==> config.mk <==
export PLATFORM = sky130hd
export DESIGN_NAME = ppoc_panel_output_option_control
export DESIGN_NICKNAME = d
export VERILOG_FILES = /design/src/hdl/ppoc_pkg.sv /design/src/hdl/ppoc_panel_output_option_control.sv
export SDC_FILE = /design/constraint.sdc
export NUM_CORES = 1
export LEC_CHECK = 0
export BUFFER_PORTS_ARGS = -buffer_cell sky130_fd_sc_hd__buf_4
export CAP_MARGIN = 20
export CORE_UTILIZATION = 55
export CTS_BUF_LIST = sky130_fd_sc_hd__clkbuf_16
export CTS_CLUSTER_SIZE = 14
export DETAILED_ROUTE_END_ITERATION = 16
export HOLD_SLACK_MARGIN = 0.02
export PLACE_DENSITY = 0.86
export SLEW_MARGIN = 20
export SYNTH_ARGS = -nofsm -noshare
export SYNTH_HDL_FRONTEND = slang
export SYNTH_SLANG_ARGS = --single-unit
export TNS_END_PERCENT = 1
==> constraint.sdc <==
create_clock -name core_clk -period 4 [get_ports core_clk]
set_input_delay 1 -clock core_clk [delete_from_list [all_inputs] [get_ports core_clk]]
set_output_delay 1 -clock core_clk [all_outputs]
set_load 0.02 [all_outputs]
==> src/hdl/ppoc_pkg.sv <==
package ppoc_pkg;
    // register byte addresses
    localparam logic [5:0] ADDR_OPT_A = 6'h00;
    localparam logic [5:0] ADDR_POL_SYNC = 6'h04;
    localparam logic [5:0] ADDR_SYNC_DLY = 6'h08;
    localparam logic [5:0] ADDR_PANEL_TYPE = 6'h0c;
    localparam logic [5:0] ADDR_CFG = 6'h10;
    localparam logic [5:0] ADDR_STATUS = 6'h14;
    // panel_option_reg_a fields
    localparam int OPT_A_REV_EN = 4;
    localparam int OPT_A_DAC_OFF = 7;
    // panel_polarity_sync_options fields
    localparam int POL_TEXT_ONLY = 3;
    localparam int POL_SYNC_STEER = 2;
    localparam int POL_FRAME_INV = 1;
    localparam int POL_LINE_INV = 0;
    // sync_delay_reg fields
    localparam int DLY_MSB = 7;
    localparam int DLY_B1 = 1;
    localparam int DLY_B0 = 0;
    // panel_type_reg fields
    localparam int PT_TFT_EN = 3;
    // own configuration register fields
    localparam int CFG_PANEL_EN = 0;
    localparam int CFG_CRT_EN = 1;
    localparam int CFG_PWRDN = 2;
    localparam int CFG_DITHER = 3;
    localparam int CFG_STN_COLOR = 4;
    localparam int CFG_VEXP = 5;
    localparam int CFG_CENTER = 6;
    // misc output register sync polarity bits
    localparam int MISC_VSYNC_POL = 7;
    localparam int MISC_HSYNC_POL = 6;
    // reset values
    localparam logic [7:0] RST_OPT_A = 8'h00;
    localparam logic [7:0] RST_POL_SYNC = 8'h00;
    localparam logic [7:0] RST_SYNC_DLY = 8'h00;
    localparam logic [7:0] RST_PANEL_TYPE = 8'h00;
    localparam logic [7:0] RST_CFG = 8'h01;
    // hsync delay line length
    localparam int HS_DLY_MAX = 7;
    localparam int STN_COLORS_BASE = 512;
    localparam int STN_COLORS_ENH = 4096;
endpackage : ppoc_pkg

==> src/hdl/ppoc_panel_output_option_control.sv <==
// Notes on behaviour
// - with reverse video disabled, both text and graphics show normal video.
// - with reverse video enabled and text-only clear, both modes show reverse video.
// - with reverse video enabled and text-only set, text is reversed and graphics normal.
// - panel select output is high for crt only, low for panel only and simultaneous.
// - sync steering clear: direction pins carry the buffer direction signals.
// - sync steering set: low pin carries crt vsync, high pin carries crt hsync.
// - with a tft panel enabled crt syncs pulse low regardless of misc polarity bits.
// - frame pulse is inverted when its polarity bit is 1, normal when 0.
// - line pulse is inverted when its polarity bit is 1, normal when 0.
// - horizontal sync is delayed by 0 to 7 clocks given by bits 7, 1, 0.
// - the dither clock is gated off when dithering is not needed.
// - panel data outputs are forced low in reset and powerdown.
// - stn colour panels get 4k colours instead of 512.
// - crt and single colour panel may run together with expansion and centering.
`timescale 1ns/10ps
`default_nettype none
module ppoc_panel_output_option_control (
    input wire logic core_clk,
    input wire logic rst_n,
    input wire logic clk_en,
    input wire logic wb_cyc_i,
    input wire logic wb_stb_i,
    input wire logic wb_we_i,
    input wire logic [5:0] wb_adr_i,
    input wire logic [3:0] wb_sel_i,
    input wire logic [31:0] wb_dat_i,
    output logic [31:0] wb_dat_o,
    output logic wb_ack_o,
    input wire logic attr_graphics_mode,
    input wire logic [7:0] misc_output,
    input wire logic crt_vsync_raw,
    input wire logic crt_hsync_raw,
    input wire logic low_byte_dir_int,
    input wire logic high_byte_dir_int,
    input wire logic frame_pulse_int,
    input wire logic line_pulse_int,
    input wire logic [3:0] upper_panel_data_int,
    input wire logic [3:0] lower_panel_data_int,
    input wire logic pix_invert_src,
    output logic low_byte_dir,
    output logic high_byte_dir,
    output logic crt_vsync,
    output logic crt_hsync,
    output logic frame_pulse,
    output logic line_pulse,
    output logic [3:0] upper_panel_data,
    output logic [3:0] lower_panel_data,
    output logic panel_select_out,
    output logic dither_clk_en,
    output logic dac_off,
    output logic color_depth_4k,
    output logic simul_expand_center
);

////////////////////////////////////////////////////////////////////////////////
typedef struct packed {
    logic [7:0] opt_a;
    logic [7:0] pol_sync;
    logic [7:0] sync_dly;
    logic [7:0] panel_type;
    logic [7:0] cfg;
    logic [31:0] rdata;
    logic ack;
    logic [7:0] hs_line;
    logic lbd;
    logic hbd;
    logic vs;
    logic hs;
    logic fp;
    logic lp;
    logic [3:0] ud;
    logic [3:0] ld;
    logic psel;
    logic dith;
    logic dac;
    logic c4k;
    logic sim;
} ppoc_state_t;

ppoc_state_t st_q;
ppoc_state_t st_d;

function automatic logic [7:0] ppoc_merge(input logic [7:0] old, input logic [31:0] wd,
                                          input logic sel0);
    ppoc_merge = sel0 ? wd[7:0] : old;
endfunction : ppoc_merge

logic wb_req;
logic [2:0] hs_delay;
logic reverse_on;
logic hs_delayed;
logic crt_only;
logic sim_mode;
logic tft_on;

assign wb_req = wb_cyc_i && wb_stb_i && !st_q.ack;
assign hs_delay = {st_q.sync_dly[ppoc_pkg::DLY_MSB], st_q.sync_dly[ppoc_pkg::DLY_B1],
                   st_q.sync_dly[ppoc_pkg::DLY_B0]};
assign tft_on = st_q.panel_type[ppoc_pkg::PT_TFT_EN];
assign crt_only = st_q.cfg[ppoc_pkg::CFG_CRT_EN] && !st_q.cfg[ppoc_pkg::CFG_PANEL_EN];
assign sim_mode = st_q.cfg[ppoc_pkg::CFG_CRT_EN] && st_q.cfg[ppoc_pkg::CFG_PANEL_EN];

////////////////////////////////////////////////////////////////////////////////
always_comb begin
    st_d = st_q;
    // reverse applies to any panel type; graphics escapes when text-only is set
    reverse_on = st_q.opt_a[ppoc_pkg::OPT_A_REV_EN] &&
        !(st_q.pol_sync[ppoc_pkg::POL_TEXT_ONLY] && attr_graphics_mode);
    // bus slave: one wait state, ack drops the cycle after it is given
    st_d.ack = wb_req;
    st_d.rdata = 32'h0000_0000;
    if (wb_req && wb_we_i) begin
        case (wb_adr_i)
            6'(ppoc_pkg::ADDR_OPT_A): st_d.opt_a = ppoc_merge(st_q.opt_a, wb_dat_i, wb_sel_i[0]);
            6'(ppoc_pkg::ADDR_POL_SYNC): st_d.pol_sync =
                ppoc_merge(st_q.pol_sync, wb_dat_i, wb_sel_i[0]);
            6'(ppoc_pkg::ADDR_SYNC_DLY): st_d.sync_dly =
                ppoc_merge(st_q.sync_dly, wb_dat_i, wb_sel_i[0]);
            6'(ppoc_pkg::ADDR_PANEL_TYPE): st_d.panel_type =
                ppoc_merge(st_q.panel_type, wb_dat_i, wb_sel_i[0]);
            6'(ppoc_pkg::ADDR_CFG): st_d.cfg = ppoc_merge(st_q.cfg, wb_dat_i, wb_sel_i[0]);
            default: begin
            end
        endcase
    end
    if (wb_req && !wb_we_i) begin
        case (wb_adr_i)
            6'(ppoc_pkg::ADDR_OPT_A): st_d.rdata = {24'h000000, st_q.opt_a};
            6'(ppoc_pkg::ADDR_POL_SYNC): st_d.rdata = {24'h000000, st_q.pol_sync};
            6'(ppoc_pkg::ADDR_SYNC_DLY): st_d.rdata = {24'h000000, st_q.sync_dly};
            6'(ppoc_pkg::ADDR_PANEL_TYPE): st_d.rdata = {24'h000000, st_q.panel_type};
            6'(ppoc_pkg::ADDR_CFG): st_d.rdata = {24'h000000, st_q.cfg};
            6'(ppoc_pkg::ADDR_STATUS): st_d.rdata = {24'h000000, st_q.hs, st_q.vs,
                st_q.sim, st_q.psel, st_q.dith, reverse_on, st_q.lbd, st_q.hbd};
            default: st_d.rdata = 32'h0000_0000;
        endcase
    end

    // hsync delay line: tap 0 is the undelayed sync
    st_d.hs_line = {st_q.hs_line[6:0], crt_hsync_raw};
    hs_delayed = (hs_delay == 3'h0) ? crt_hsync_raw : st_q.hs_line[hs_delay - 3'h1];

    // tft forces active low syncs; otherwise misc output bit set means negative sync
    if (tft_on) begin
        st_d.vs = ~crt_vsync_raw;
        st_d.hs = ~hs_delayed;
    end else begin
        st_d.vs = crt_vsync_raw ^ misc_output[ppoc_pkg::MISC_VSYNC_POL];
        st_d.hs = hs_delayed ^ misc_output[ppoc_pkg::MISC_HSYNC_POL];
    end

    if (st_q.pol_sync[ppoc_pkg::POL_SYNC_STEER]) begin
        st_d.lbd = st_d.vs;
        st_d.hbd = st_d.hs;
    end else begin
        st_d.lbd = low_byte_dir_int;
        st_d.hbd = high_byte_dir_int;
    end

    st_d.fp = frame_pulse_int ^ st_q.pol_sync[ppoc_pkg::POL_FRAME_INV];
    st_d.lp = line_pulse_int ^ st_q.pol_sync[ppoc_pkg::POL_LINE_INV];

    if (st_q.cfg[ppoc_pkg::CFG_PWRDN]) begin
        st_d.ud = 4'h0;
        st_d.ld = 4'h0;
    end else if (reverse_on && pix_invert_src) begin
        st_d.ud = ~upper_panel_data_int;
        st_d.ld = ~lower_panel_data_int;
    end else begin
        st_d.ud = upper_panel_data_int;
        st_d.ld = lower_panel_data_int;
    end

    st_d.psel = crt_only;
    // gating the dither clock saves power when the panel needs no dither
    st_d.dith = st_q.cfg[ppoc_pkg::CFG_DITHER] && st_q.cfg[ppoc_pkg::CFG_PANEL_EN] &&
        !st_q.cfg[ppoc_pkg::CFG_PWRDN];
    st_d.dac = st_q.opt_a[ppoc_pkg::OPT_A_DAC_OFF];
    st_d.c4k = st_q.cfg[ppoc_pkg::CFG_STN_COLOR];
    st_d.sim = sim_mode && st_q.cfg[ppoc_pkg::CFG_VEXP] && st_q.cfg[ppoc_pkg::CFG_CENTER];
end

////////////////////////////////////////////////////////////////////////////////
always_ff @(posedge core_clk or negedge rst_n) begin
    if (!rst_n) begin
        st_q <= '0;
        st_q.opt_a <= ppoc_pkg::RST_OPT_A;
        st_q.pol_sync <= ppoc_pkg::RST_POL_SYNC;
        st_q.sync_dly <= ppoc_pkg::RST_SYNC_DLY;
        st_q.panel_type <= ppoc_pkg::RST_PANEL_TYPE;
        st_q.cfg <= ppoc_pkg::RST_CFG;
    end else if (clk_en) begin
        st_q <= st_d;
    end
end

assign wb_dat_o = st_q.rdata;
assign wb_ack_o = st_q.ack;
assign low_byte_dir = st_q.lbd;
assign high_byte_dir = st_q.hbd;
assign crt_vsync = st_q.vs;
assign crt_hsync = st_q.hs;
assign frame_pulse = st_q.fp;
assign line_pulse = st_q.lp;
assign upper_panel_data = st_q.ud;
assign lower_panel_data = st_q.ld;
assign panel_select_out = st_q.psel;
assign dither_clk_en = st_q.dith;
assign dac_off = st_q.dac;
assign color_depth_4k = st_q.c4k;
assign simul_expand_center = st_q.sim;

endmodule : ppoc_panel_output_option_control
`default_nettype wire

* Word level (Yosys, flattened, before mapping)
Index checks and enable logic that the tools add are counted.
** Storage, ports and cells
- Register bits :: 100
- Input bits :: 72
- Output and inout port bits :: 52
- Word-level logic and storage cells :: 70
** Operators by class
- Add/sub/neg operators :: 1
- $lt $le $gt $ge :: 1
- Equal/unequal tests :: 5
- Muxes and demuxes :: 9
- Bitwise operators :: 8
- Reduce and logical (&&, ||, !) cells :: 25
** Operators by type and width (count)
- $pmux 8 s6 :: 1
- $mux 8 :: 3
- $reduce_and 4->1 :: 5
- $logic_and 1x1->1 :: 13
- $eq 6x4->1 const B :: 2
- $eq 6x5->1 const B :: 2
- $not 4->4 :: 2
- $eq 6x3->1 const B :: 1
- $logic_not 6->1 :: 1
- $logic_not 1->1 :: 5
- $lt 3x4->1 const B :: 1
- $mux 2 :: 2
- $xor 1x1->1 :: 4
- $bmux 1 s3 :: 1
- $logic_not 3->1 :: 1
- $sub 3x1->3 const B :: 1
- $mux 1 :: 2
- $not 1->1 :: 2

* Logic depth before layout (Yosys ltp)
- Depth after elaboration :: 7
- Gate-level depth with buffers :: 7

* Least setup slack after synthesis
Ideal clock, no wire load.
- Path type :: input port to flip-flop
- From :: input port wb_adr_i[5]
- To :: register st_q[68] (netlist name)
- Library setup time :: 0.125 ns
- Data arrival time :: 2.245 ns
- Data required time :: 3.875 ns
- Setup slack :: 1.630 ns
- Cell stages on the path :: 6
- Path buffers :: 2
- Cells stage by stage :: nor4_2 -> and3_1 -> buf_2 -> nor2b_1 -> buf_4 -> mux2_2
** On the way
- Word-level cells in the longest chain between the ends :: 2
** RTL lines
- start: declaration :: line ppoc_panel_output_option_control.sv:25 : input wire logic [5:0] wb_adr_i,
- $eq 6x4->1 :: line ppoc_panel_output_option_control.sv:114 : case (wb_adr_i)
- $reduce_and 4->1 (no source line)
- end signal: assignment :: line ppoc_panel_output_option_control.sv:194 : st_q <= st_d;
- end: declaration :: line ppoc_panel_output_option_control.sv:81 : ppoc_state_t st_q;
Every way passes these cells.
A chain may end at the register's enable or synchronous reset.

* Worst setup path in the final report
- From :: input port wb_adr_i[5]
- To :: register st_q[62] (netlist name)
** On the way
- Word-level cells in the longest chain between the ends :: 2
** RTL lines (line)
- $eq 6x5->1 :: ppoc_panel_output_option_control.sv:114
- $reduce_and 4->1 (no source line)
Every way passes these cells.

==> metrics.cfg <==
[status]
status=finished clean

[logic_synthesis]
syn-instance-count=308
syn_area_um2=3810
yosysSeqAreaShare_pct=49.9
yosysUniqueCellTypes=45
synth_edf_count=0
avgSynthCellArea_um2=12.4
synthArstFlopShare_pct=100
synth_warnings=0
ys.flop_type=dfrtp_1
yosys_register_bits=76

[floorplan]
fp.dieW_um=85.2
std_cell_rows=29
core-area_um2=6530
die_h_um=85.2
die_area_um2=7270
pin_count=124
initial_core_util_pct=58.4

[cells_and_area]
layout-drive-gt1-share_pct=39.7
syn2layout_area_growth_pct=15.9
num-nets-final=429
antenna_cells=0

[worst_setup_path]
rr_worst_depth=5
cp_slowest_cell=nor2b_1
rrSetupSlack_ps=1790
r2r-end=st_q[62]$_DFFE_PN0P_
cpPeakStageDelay_ps=710
crit_arrival_ps=3040
crit_path_max_fanout=9
worstSetupPathType=input pin to register
cp-start-kind=input pin
path_cells=buf_4 -> nor4b_1 -> and2_1 -> nor2b_1 -> mux2_2
cp.required_ps=4210
end_kind=register
reg2reg_from=wb_ack_o$_DFFE_PN0P_

[timing]
tns_ps=0
tightest_slew_ps=916
layout_min_cycle_time_ps=2830
setup_viol=0
finalHoldViolCount=0
setup_slack_ps=1170
fmax_mhz=353
rsz0062_at_grt=no
fin_worst_skew_ps=5.10
slew_violations=0
maxSlewHeadroom_pct=38.9
fin_crit_sh_pct=70.7

[clock_tree]
cts_tree=yes
cts_made_buffers=9
clock_latency_ps=330
ctsRootBufferMaster=clkbuf_16
cts.sinks=76
cts-resized-gates=0
cts_buffer_depth=2
clk_pin_slew_ps=60
cts-hold-fix-buffers=0
cts_setup_buffers=0
htreeDepth=3

[routing]
viasPerCell=5.73
ant_nets=0
drc=0
drt_iter0_drc=178
drt-total-wl_um=8020
vias=2502
wl_per_cell_um=18.3
dr.pass1.iters=4

[grt]
groute.usage.overall_pct=24.0
antenna_found_initial=0
grt_max_degree=77
overflow=0
grt_pass1_wl_um=13100
first_global_vias=2636

[power]
power_density_nw_per_um2=428
power_leakage_nw=2.12
irDropWorstVdd_v=0.000285

[hold_path]
whs_endpoint=lower_panel_data[1]$_DFFE_PN0P_
worstHoldPathType=register to register
hold_start=lower_panel_data[1]$_DFFE_PN0P_
worstHoldPathCells=1

[job]
cap_violations=0

[placed_design]
dp_slack_ps=874
port_buffers=66
gp_congestion=0.798
hpwlAfterDp_um=5500

==> state kept, by name, summed over array words and instances, names as in the netlist, 3 cells and up <==
name / cells
hs_delay: 3
lower_panel_data: 4
st_q: 36
st_d: 9
wb_dat_o: 8
upper_panel_data: 4
==> worst max-delay path by stage <==
stage	start	to	slack, ps	cells past startpoint
6_report	wb_adr_i[5]	st_q[62]$_DFFE_PN0P_	1170	5
5_1_grt	wb_adr_i[5]	st_q[62]$_DFFE_PN0P_	1130	5
4_1_cts	wb_adr_i[5]	st_q[65]$_DFFE_PN0P_	1220	5
3_5_place_dp	wb_adr_i[5]	st_q[62]$_DFFE_PN0P_	870	5
3_3_place_gp	wb_adr_i[5]	st_q[67]$_DFFE_PN0P_	900	5
2_1_floorplan	wb_adr_i[5]	st_q[68]$_DFFE_PN0P_	1630	6
==> cell families (layout without fill, tap and decap cells) <==
logic type	count (synthesis)	after routing	synth area share, %
other	1	24	0.0984
XOR/XNOR	12	12	2.76
buffers and inverters	62	91	11.3
adder cells (fa/ha/maj)	2	2	0.656
multiplexers	54	54	16.5
AND/OR/NAND/NOR	51	51	8.80
flip-flops	76	76	49.9
AO/OA/AOI/OAI	50	50	9.95
==> power by group <==
group | internal [mW] | switching (mW) | leakage, nW | total, mW
clock | 0.543 | 0.309 | 0.147 | 0.852
combinational | 0.0899 | 0.110 | 0.966 | 0.200
sequential | 0.811 | 0.0286 | 1.01 | 0.840
==> cell usage after synthesis (2+ instances only) <==
cell type | instances | area [µm²]
dfrtp_1 | 75 | 1880
mux2_2 | 51 | 574
buf_4 | 44 | 330
a22oi_1 | 24 | 180
nand3_1 | 9 | 45.0
xor2_1 | 9 | 78.8
a22o_1 | 8 | 70.1
nor2_1 | 8 | 30.0
o2bb2ai_1 | 8 | 70.1
inv_1 | 6 | 22.5
nand2_1 | 5 | 18.8
a21oi_1 | 4 | 20.0
and2_1 | 4 | 25.0
buf_2 | 4 | 20.0
nor2b_1 | 4 | 25.0
clkbuf_1 | 3 | 11.3
nand3b_1 | 3 | 22.5
nand4_1 | 3 | 18.8
o21ai_0 | 3 | 15.0
xnor2_1 | 3 | 26.3
clkbuf_8 | 2 | 27.5
ha_1 | 2 | 25.0
mux4_2 | 2 | 45.0
nand4_4 | 2 | 42.5
nand4b_1 | 2 | 17.5
==> metrics by stage <==
step,instance area [µm²],util (%),hold slack [ps],std cells,power [mW]
2_1_floorplan,3900,-,456,331,0.989
4_1_cts,4420,67.6,492,437,1.90
6_report,4420,67.6,490,437,1.89
3_3_place_gp,4100,62.8,473,421,1.04
5_1_grt,4420,67.6,499,437,1.96
3_5_place_dp,4100,62.8,475,421,1.05
==> layer usage <==
| metal | wire, µm | GRT usage (%) | up-vias |
|---|---|---|---|
| li1 | - | - | 1143 |
| met1 | 3320 | 30.6 | 1238 |
| met2 | 4060 | 39.8 | 102 |
| met3 | 436 | 4.38 | 19 |
| met4 | 196 | 11.6 | 0 |
| met5 | 0 | 0 | - |
==> cells in the final DEF (no fill, tap or decap), drive strengths merged, types with 2 or more instances in the layout <==
master,instances
xor2,9
nand3b,3
conb,24
clkbuf,9
o21ai,4
mux4,2
and2,4
buf,68
bufinv,2
nor2,9
mux2,51
nand4,5
xnor2,3
nand3,10
dfrtp,75
a22oi,24
nand4b,2
nand2,5
o2bb2ai,8
a21oi,4
ha,2
clkinv,3
a22o,8
inv,7
clkinvlp,2
nor2b,4
==> worst max-delay path, delay by kind of cell <==
family | cells | cell delay, ps
buffers and inverters | 1 | 120
muxes | 1 | 420
and+or+nand+nor | 3 | 1490
==> final cells by class <==
type	count	area [µm²]
Clock buffer	9	225
Clock inverter	7	91.3
Sequential cell	76	1900
Inverter	7	26.3
Multi-Input combinational cell	193	1560
Fill cell	446	2110
Timing Repair Buffer	68	510
Tap cell	77	96.3
Note: power is estimated with default switching activity, not from simulation.
